===== src/swcf_pkg.sv =====
// package for the selective-wake frame filter configuration block
package swcf_pkg;

  // register addresses (7-bit configuration port address space)
  localparam logic [6:0] ADDR_WAKE_SAMPLE_POINT = 7'h22;
  localparam logic [6:0] ADDR_WAKE_ID_BYTE3 = 7'h23;
  localparam logic [6:0] ADDR_WAKE_ID_BYTE2 = 7'h24;
  localparam logic [6:0] ADDR_WAKE_ID_BYTE1 = 7'h25;
  localparam logic [6:0] ADDR_WAKE_ID_BYTE0_FORMAT = 7'h26;
  localparam logic [6:0] ADDR_WAKE_MASK_BYTE3 = 7'h27;
  localparam logic [6:0] ADDR_WAKE_MASK_BYTE2 = 7'h28;
  localparam logic [6:0] ADDR_WAKE_MASK_BYTE1 = 7'h29;
  localparam logic [6:0] ADDR_WAKE_MASK_BYTE0 = 7'h2a;
  localparam logic [6:0] ADDR_WAKE_LENGTH_CODE = 7'h2b;

  // writable bits per register
  localparam logic [7:0] WMASK_SAMPLE_POINT = 8'h3f;
  localparam logic [7:0] WMASK_FULL = 8'hff;
  localparam logic [7:0] WMASK_ID_BYTE0 = 8'h7f;
  localparam logic [7:0] WMASK_MASK_BYTE0 = 8'h7c;
  localparam logic [7:0] WMASK_LENGTH_CODE = 8'h0f;

  // field positions in the lowest identifier register, plus the standard identifier offset in the 29-bit identifier
  localparam int POS_LOW_BITS = 2;
  localparam int POS_RTR = 1;
  localparam int POS_IDE = 0;
  localparam int POS_STD_ID = 18;

  // values after power-on or soft reset, and the payload byte limit
  localparam logic [5:0] RST_SAMPLE_POINT = 6'h33;
  localparam logic [7:0] RST_ZERO_BYTE = 8'h00;
  localparam logic [3:0] RST_LENGTH_CODE = 4'h0;
  localparam logic [3:0] LEN_MAX_BYTES = 4'h8;

endpackage


===== src/swcf_filter_config.sv =====
// selective-wake frame filter configuration registers and frame matcher
`timescale 1ns/1ps
`default_nettype none

module swcf_filter_config
  import swcf_pkg::*;
(
  // clock and resets
  input wire logic clk_sys_in,
  input wire logic arst_n_in,
  input wire logic soft_reset_in,
  input wire logic restart_in,
  // configuration port
  input wire logic cfg_wr_in,
  input wire logic cfg_rd_in,
  input wire logic [6:0] cfg_addr_in,
  input wire logic [7:0] cfg_wdata_in,
  output logic [7:0] cfg_rdata_out,
  output logic cfg_hit_out,
  // configuration valid flag handling
  input wire logic config_valid_set_in,
  input wire logic config_valid_clear_in,
  output logic config_valid_flag_out,
  // received wake-up frame from the recovery logic
  input wire logic wake_up_frame_strobe_in,
  input wire logic [28:0] wake_up_frame_id_in,
  input wire logic wake_up_frame_ide_in,
  input wire logic wake_up_frame_rtr_in,
  input wire logic [3:0] wake_up_frame_dlc_in,
  // decoded configuration
  output logic [5:0] sample_point_fraction_out,
  output logic [28:0] ref_ident_out,
  output logic [28:0] compare_enable_out,
  output logic ref_rtr_out,
  output logic ref_ide_out,
  output logic [3:0] ref_length_code_out,
  output logic [3:0] payload_bytes_out,
  output logic wake_up_frame_match_out,
  output logic remote_select_warn_out
);

  typedef struct packed {
    logic [5:0] sample_point_fraction;
    logic [28:0] ident;
    logic ide;
    logic rtr;
    logic [28:0] compare_enable;
    logic [3:0] length_code;
    logic config_valid_flag;
    logic [7:0] rdata;
    logic match;
  } swcf_state_t;

  swcf_state_t cur;
  swcf_state_t nxt;
  swcf_state_t rst_val;

  logic [7:0] rd_mux;
  logic rd_hit;
  logic changed;
  logic id_equal;

  // reset image; restart is deliberately not part of this
  always_comb begin
    rst_val = '0;
    rst_val.sample_point_fraction = RST_SAMPLE_POINT;
    rst_val.length_code = RST_LENGTH_CODE;
  end

  // read mux: reserved positions are tied to zero here, never stored
  always_comb begin
    rd_hit = 1'b1;
    rd_mux = RST_ZERO_BYTE;
    unique case (cfg_addr_in)
      ADDR_WAKE_SAMPLE_POINT: begin
        rd_mux = {2'h0, cur.sample_point_fraction};
      end
      ADDR_WAKE_ID_BYTE3: begin
        rd_mux = cur.ident[28:21];
      end
      ADDR_WAKE_ID_BYTE2: begin
        rd_mux = cur.ident[20:13];
      end
      ADDR_WAKE_ID_BYTE1: begin
        rd_mux = cur.ident[12:5];
      end
      ADDR_WAKE_ID_BYTE0_FORMAT: begin
        rd_mux = {1'b0, cur.ident[4:0], cur.rtr, cur.ide};
      end
      ADDR_WAKE_MASK_BYTE3: begin
        rd_mux = cur.compare_enable[28:21];
      end
      ADDR_WAKE_MASK_BYTE2: begin
        rd_mux = cur.compare_enable[20:13];
      end
      ADDR_WAKE_MASK_BYTE1: begin
        rd_mux = cur.compare_enable[12:5];
      end
      ADDR_WAKE_MASK_BYTE0: begin
        rd_mux = {1'b0, cur.compare_enable[4:0], 2'h0};
      end
      ADDR_WAKE_LENGTH_CODE: begin
        rd_mux = {4'h0, cur.length_code};
      end
      default: begin
        rd_hit = 1'b0;
      end
    endcase
  end

  assign id_equal = ((cur.ident ^ wake_up_frame_id_in) & cur.compare_enable) == 29'h0;

  always_comb begin
    nxt = cur;
    nxt.rdata = cfg_rd_in ? rd_mux : cur.rdata;
    if (cfg_wr_in) begin
      unique case (cfg_addr_in)
        ADDR_WAKE_SAMPLE_POINT: begin
          nxt.sample_point_fraction = cfg_wdata_in[5:0];
        end
        ADDR_WAKE_ID_BYTE3: begin
          nxt.ident[28:21] = cfg_wdata_in;
        end
        ADDR_WAKE_ID_BYTE2: begin
          nxt.ident[20:13] = cfg_wdata_in;
        end
        ADDR_WAKE_ID_BYTE1: begin
          nxt.ident[12:5] = cfg_wdata_in;
        end
        ADDR_WAKE_ID_BYTE0_FORMAT: begin
          nxt.ident[4:0] = cfg_wdata_in[6:2];
          nxt.rtr = cfg_wdata_in[POS_RTR];
          nxt.ide = cfg_wdata_in[POS_IDE];
        end
        ADDR_WAKE_MASK_BYTE3: begin
          nxt.compare_enable[28:21] = cfg_wdata_in;
        end
        ADDR_WAKE_MASK_BYTE2: begin
          nxt.compare_enable[20:13] = cfg_wdata_in;
        end
        ADDR_WAKE_MASK_BYTE1: begin
          nxt.compare_enable[12:5] = cfg_wdata_in;
        end
        ADDR_WAKE_MASK_BYTE0: begin
          nxt.compare_enable[4:0] = cfg_wdata_in[6:2];
        end
        ADDR_WAKE_LENGTH_CODE: begin
          nxt.length_code = cfg_wdata_in[3:0];
        end
        default: begin
        end
      endcase
    end
    // apart from the clear input and soft reset, only a real change of stored data drops the valid flag
    changed = ({nxt.sample_point_fraction, nxt.ident, nxt.rtr, nxt.ide, nxt.compare_enable, nxt.length_code}
               != {cur.sample_point_fraction, cur.ident, cur.rtr, cur.ide, cur.compare_enable, cur.length_code});
    if (config_valid_set_in) begin
      nxt.config_valid_flag = 1'b1;
    end
    if (config_valid_clear_in || changed) begin
      nxt.config_valid_flag = 1'b0;
    end
    // length code is matched bit by bit, not by byte count
    nxt.match = wake_up_frame_strobe_in && cur.config_valid_flag && id_equal
                && (wake_up_frame_ide_in == cur.ide) && (wake_up_frame_rtr_in == cur.rtr)
                && (wake_up_frame_dlc_in == cur.length_code);
    // restart leaves nxt untouched; soft reset reloads defaults
    if (soft_reset_in) begin
      nxt = rst_val;
    end
  end

  always_ff @(posedge clk_sys_in or negedge arst_n_in) begin
    if (!arst_n_in) begin
      cur <= '0;
      cur.sample_point_fraction <= RST_SAMPLE_POINT;
      cur.length_code <= RST_LENGTH_CODE;
    end else begin
      cur <= nxt;
    end
  end

  assign cfg_rdata_out = cur.rdata;
  assign cfg_hit_out = rd_hit;
  assign config_valid_flag_out = cur.config_valid_flag;
  assign sample_point_fraction_out = cur.sample_point_fraction;
  assign ref_ident_out = cur.ident;
  assign compare_enable_out = cur.compare_enable;
  assign ref_rtr_out = cur.rtr;
  assign ref_ide_out = cur.ide;
  assign ref_length_code_out = cur.length_code;
  // codes above eight still carry eight bytes
  assign payload_bytes_out = (cur.length_code > LEN_MAX_BYTES) ? LEN_MAX_BYTES : cur.length_code;
  assign wake_up_frame_match_out = cur.match;
  // remote selection is legal to store but flagged for the system
  assign remote_select_warn_out = cur.rtr;

  logic unused_restart;
  assign unused_restart = restart_in;

endmodule

`default_nettype wire


===== config.mk =====
export PLATFORM = sky130hd
export DESIGN_NAME = swcf_filter_config
export DESIGN_NICKNAME = d
export VERILOG_FILES = /design/src/swcf_pkg.sv /design/src/swcf_filter_config.sv
export SDC_FILE = /design/constraint.sdc
export NUM_CORES = 1
export LEC_CHECK = 0
export BUFFER_PORTS_ARGS = -buffer_cell sky130_fd_sc_hd__buf_4
export CAP_MARGIN = 5
export CORE_ASPECT_RATIO = 0.7
export CORE_MARGIN = 4
export CORE_UTILIZATION = 33
export CTS_CLUSTER_DIAMETER = 30
export DETAILED_ROUTE_END_ITERATION = 8
export PLACE_DENSITY = 0.59
export REMOVE_ABC_BUFFERS = 1
export SETUP_SLACK_MARGIN = 0.3
export SYNTH_ARGS = -nofsm -noshare
export SYNTH_HDL_FRONTEND = slang
export SYNTH_SLANG_ARGS = --single-unit

===== constraint.sdc =====
create_clock -name clk_sys_in -period 2.25 [get_ports clk_sys_in]
set_input_delay 0.1125 -clock clk_sys_in [delete_from_list [all_inputs] [get_ports clk_sys_in]]
set_output_delay 0.1125 -clock clk_sys_in [all_outputs]
set_load 0.03 [all_outputs]

==> key figures <==
Drt
  – Post-route ant nets: 0
  – Post-route DRC: 0
  – Via count: just under 6k
  – DRT Wirelength: between 20000 and 25000 microns
  – Initial DRC Count: around 740
  – DRT Pass-1 Iters: 7
  – Routed WL per cell: ~23 microns
  – DR vias/cell: approximately 5.5

STA
  – RSZ-0062 raised after global routing: yes
  – Fin crit period: 1.92 ns
  – Part of the cycle the worst path needs: between 80 and 90%
  – Worst setup margin: ~0.33 ns
  – Worst Tran Pin Value: slightly above 0.8 ns
  – Fin. max-slew vios: 0
  – Fin. Hold Viols: 0
  – Max Clk Rate: about 520 MHz
  – Rel. slew slack: 45.8%
  – Worst Skew: just over 0.007 ns
  – Final setup fails: 0
  – Fin Setup TNS: 0 ns

Layout
  – Area Overhead vs Synth: 35.1%
  – Area occupied by registers: between 2000 and 2500 sq um
  – Fin cells: around 1.0k
  – Fill cells: 1674
  – Multi-input logic area: ~3200 sq um
  – Fin nets: just under 900
  – ANT cells: 0
  – Layout cells sized above 1: ~31%

Worst setup path
  – Crit path largest cell delay: 0.50 ns
  – Crit Path Class: reg -> reg
  – Critical path fanouts, max: 6
  – Worst EP arrival: 2.17 ns
  – Buf+Inv Stages, Crit Path: 0
  – Worst path slowest cell: or4_1
  – Startpoint Class: register
  – Crit path max-delay family: simple AND/OR/NAND/NOR gates
  – CP Cell Sequence: a22o_1 -> a211oi_2 -> nor4_1 -> or4_1 -> nor4_2
  – CP required: 2.49 ns
  – Critical path capture point type: register

CTS
  – Clock tree from TritonCTS: built
  – Clock Pin Slew Worst Setup and Hold Paths: ~0.07 ns
  – Setup Buffers After CTS: 0
  – Clk buf depth: 2
  – Sinks on Clock Net: 80
  – H-tree depth: 3
  – CTS Buf Count: 9
  – Root Driver: clkbuf_16
  – Clk_lat worst skew: between 0.3 and 0.4 ns

Logic synthesis
  – Ys async rst share: 100%
  – Syn_area_per_cell: 8.58 sq um
  – Yosys reg bits: 80
  – Ys flop type: dfrtp_1
  – Mapped Cells: around 640
  – Sequential area share after synthesis: roughly 37%
  – Post-synth EDFFs: 0
  – Share of the synthesized area in the top cell type: between 30 and 40%
  – YS warnings: 0
  – Synthesized area: ~5500 sq um
  – Top cell type by total area after synthesis: dfrtp_1
  – Netlist cell types: 65
  – Synth top area cells: dfrtp_1, xor2_1, nor2_1

Status
  – Status: complete, no violations

Floorplanning
  – Initial core utilization: 33.6%
  – Die Area: 18800 sq um
  – DIE HEIGHT: between 100 and 150 microns
  – Core Area: roughly 16000 sq um
  – Rows: 39
  – I/O pin total: 145
  – Die width: around 160 microns

Pwr
  – PD cells: 465 nW/um^2
  – Worst VDD drop: around 0.34 mV
  – Pleak: ~0.0035 uW
  – Design Power: about 3500 uW

Place
  – PortBufs: roughly 140
  – Placement Setup Slack: ~0.23 ns
  – Dpl cells: approximately 1.0k
  – Detailed placer's ending HPWL: roughly 18000 microns
  – Placer Congestion: slightly below 1

Global routing
  – Initial antenna violation count: 0
  – GRT Util Overall: approximately a quarter
  – Largest net degree at the start of global routing: approximately 70
  – Remaining Overflow, GRT: 0
  – First-pass GRT wire length: between 30000 and 40000 microns
  – Vias in the first global route: between 5k and 6k

Hold path
  – Worst min path class: in -> reg

Run
  – # Max-Cap Violations: 0
-- power breakdown --
part           internal (uW)  leakage (uW)  total (uW)  switching, uW
clock                    870      0.000146        1530            661
sequential              1440       0.00110        1450           5.90
combinational            181       0.00227         473            292
total                   2490       0.00351        3450            959
-- tightest hold or removal path: stages --
cell,delay [ns]
buf_4,0.13
mux2i_1,0.07
nor2_1,0.08
-- cells in the mapped netlist (12+ instances only) --
library cell    n
a21oi_1        65
buf_2          14
clkbuf_1       20
dfrtp_1        76
mux2i_1        28
nand2_1        31
nand3_1        14
nor2_1        116
nor3_1         12
o21ai_0        18
xnor2_1        19
xor2_1         56
-- what timing repair did --
action / in CTS / in global routing
endpoints found under the setup margin: 1 / 2
gates resized for setup: 5 / 3
hold buffers: 1 / 0
endpoints found under the hold margin: 33 / 0
pin swaps: 0 / 0
-- registers in the layout, summed over array words and instances (netlist names) --
name                       count
compare_enable_out            29
ref_ident_out                 29
cfg_rdata_out                  8
sample_point_fraction_out      6
ref_length_code_out            4
config_valid_flag_out          1
ref_ide_out                    1
ref_rtr_out                    1
wake_up_frame_match_out        1
-- cells by family after synthesis --
logic type	count (synthesis)	share of synthesized area, %
buf+inv	64	5.78
mux	30	5.51
xor+xnor	75	11.9
compound gates	162	19.5
simple gates	230	20.8
flops	80	36.5
-- placed cells by master (no fill, tap or decap), types with 3 or more instances in the layout --
| master | netlist | routed |
|---|---|---|
| dfstp_2 | 4 | 4 |
| nor2_2 | 5 | 5 |
| nor4_1 | 6 | 4 |
| inv_2 | 4 | 4 |
| o22ai_1 | 11 | 11 |
| a22oi_1 | 5 | 5 |
| mux2i_1 | 28 | 28 |
| o21ai_0 | 18 | 18 |
| nor4_2 | 1 | 3 |
| a31oi_1 | 7 | 7 |
| nand4b_1 | 3 | 3 |
| a2bb2oi_1 | 3 | 3 |
| nor3_1 | 12 | 12 |
| nand2b_1 | 5 | 5 |
| a21oi_1 | 65 | 65 |
| a222oi_1 | 5 | 5 |
| nand3_1 | 14 | 14 |
| a221oi_1 | 10 | 10 |
| inv_1 | 11 | 11 |
| nor2b_1 | 7 | 7 |
| buf_4 | 10 | 203 |
| xnor2_1 | 19 | 19 |
| clkbuf_16 | 0 | 9 |
| xor2_1 | 56 | 56 |
| nand4_1 | 8 | 8 |
| a211o_1 | 4 | 4 |
| nor2_1 | 116 | 116 |
| dfrtp_1 | 76 | 74 |
| nand2_1 | 31 | 31 |
| a22o_1 | 9 | 9 |
| o32ai_1 | 3 | 3 |
-- final timing paths --
| path | start | to | slack, ns | cells past startpoint |
|---|---|---|---|---|
| max in group asynchronous | arst_n_in | ref_ident_out[26]$_DFF_PN0_ | 1.35 | 3 |
| hold reg to reg | cfg_rdata_out[3]$_DFFE_PN0P_ | cfg_rdata_out[3]$_DFFE_PN0P_ | 0.48 | 1 |
| min in group asynchronous | arst_n_in | compare_enable_out[13]$_DFF_PN0_ | 0.28 | 2 |
| hold / removal | cfg_wdata_in[4] | compare_enable_out[25]$_DFF_PN0_ | 0.08 | 3 |
| setup / recovery | compare_enable_out[18]$_DFF_PN0_ | config_valid_flag_out$_DFFE_PN0P_ | 0.33 | 5 |
| setup reg to reg | compare_enable_out[18]$_DFF_PN0_ | config_valid_flag_out$_DFFE_PN0P_ | 0.33 | 5 |
-- routing by layer --
metal  track usage, %  share of wire (%)
met1             39.1                 47
met3             5.79                 11
met2             35.9                 41
met5                0                  0
met4             5.13                1.7
-- per-stage QoR --
step	hold WS (ns)	utilization (%)	cell area [sq um]
after CTS	0.0788	45.4	7420
after floorplan	-0.183	-	5240
after detailed placement	0.121	43.3	7090
after global placement	0.119	43.3	7090
after global routing	0.0988	45.4	7430
final	0.0812	45.4	7430
-- cell type report --
| cell class | instances | area share [%] |
|---|---|---|
| inverters | 16 | 0.809 |
| repair buffers | 206 | 21.2 |
| multi-input cells | 497 | 43.1 |
| flip-flops and latches | 80 | 27.1 |
| clock buffers | 9 | 3.03 |
| well taps | 225 | 3.79 |
| clock inverters | 7 | 1.04 |
(Power assumes the default switching activity.)
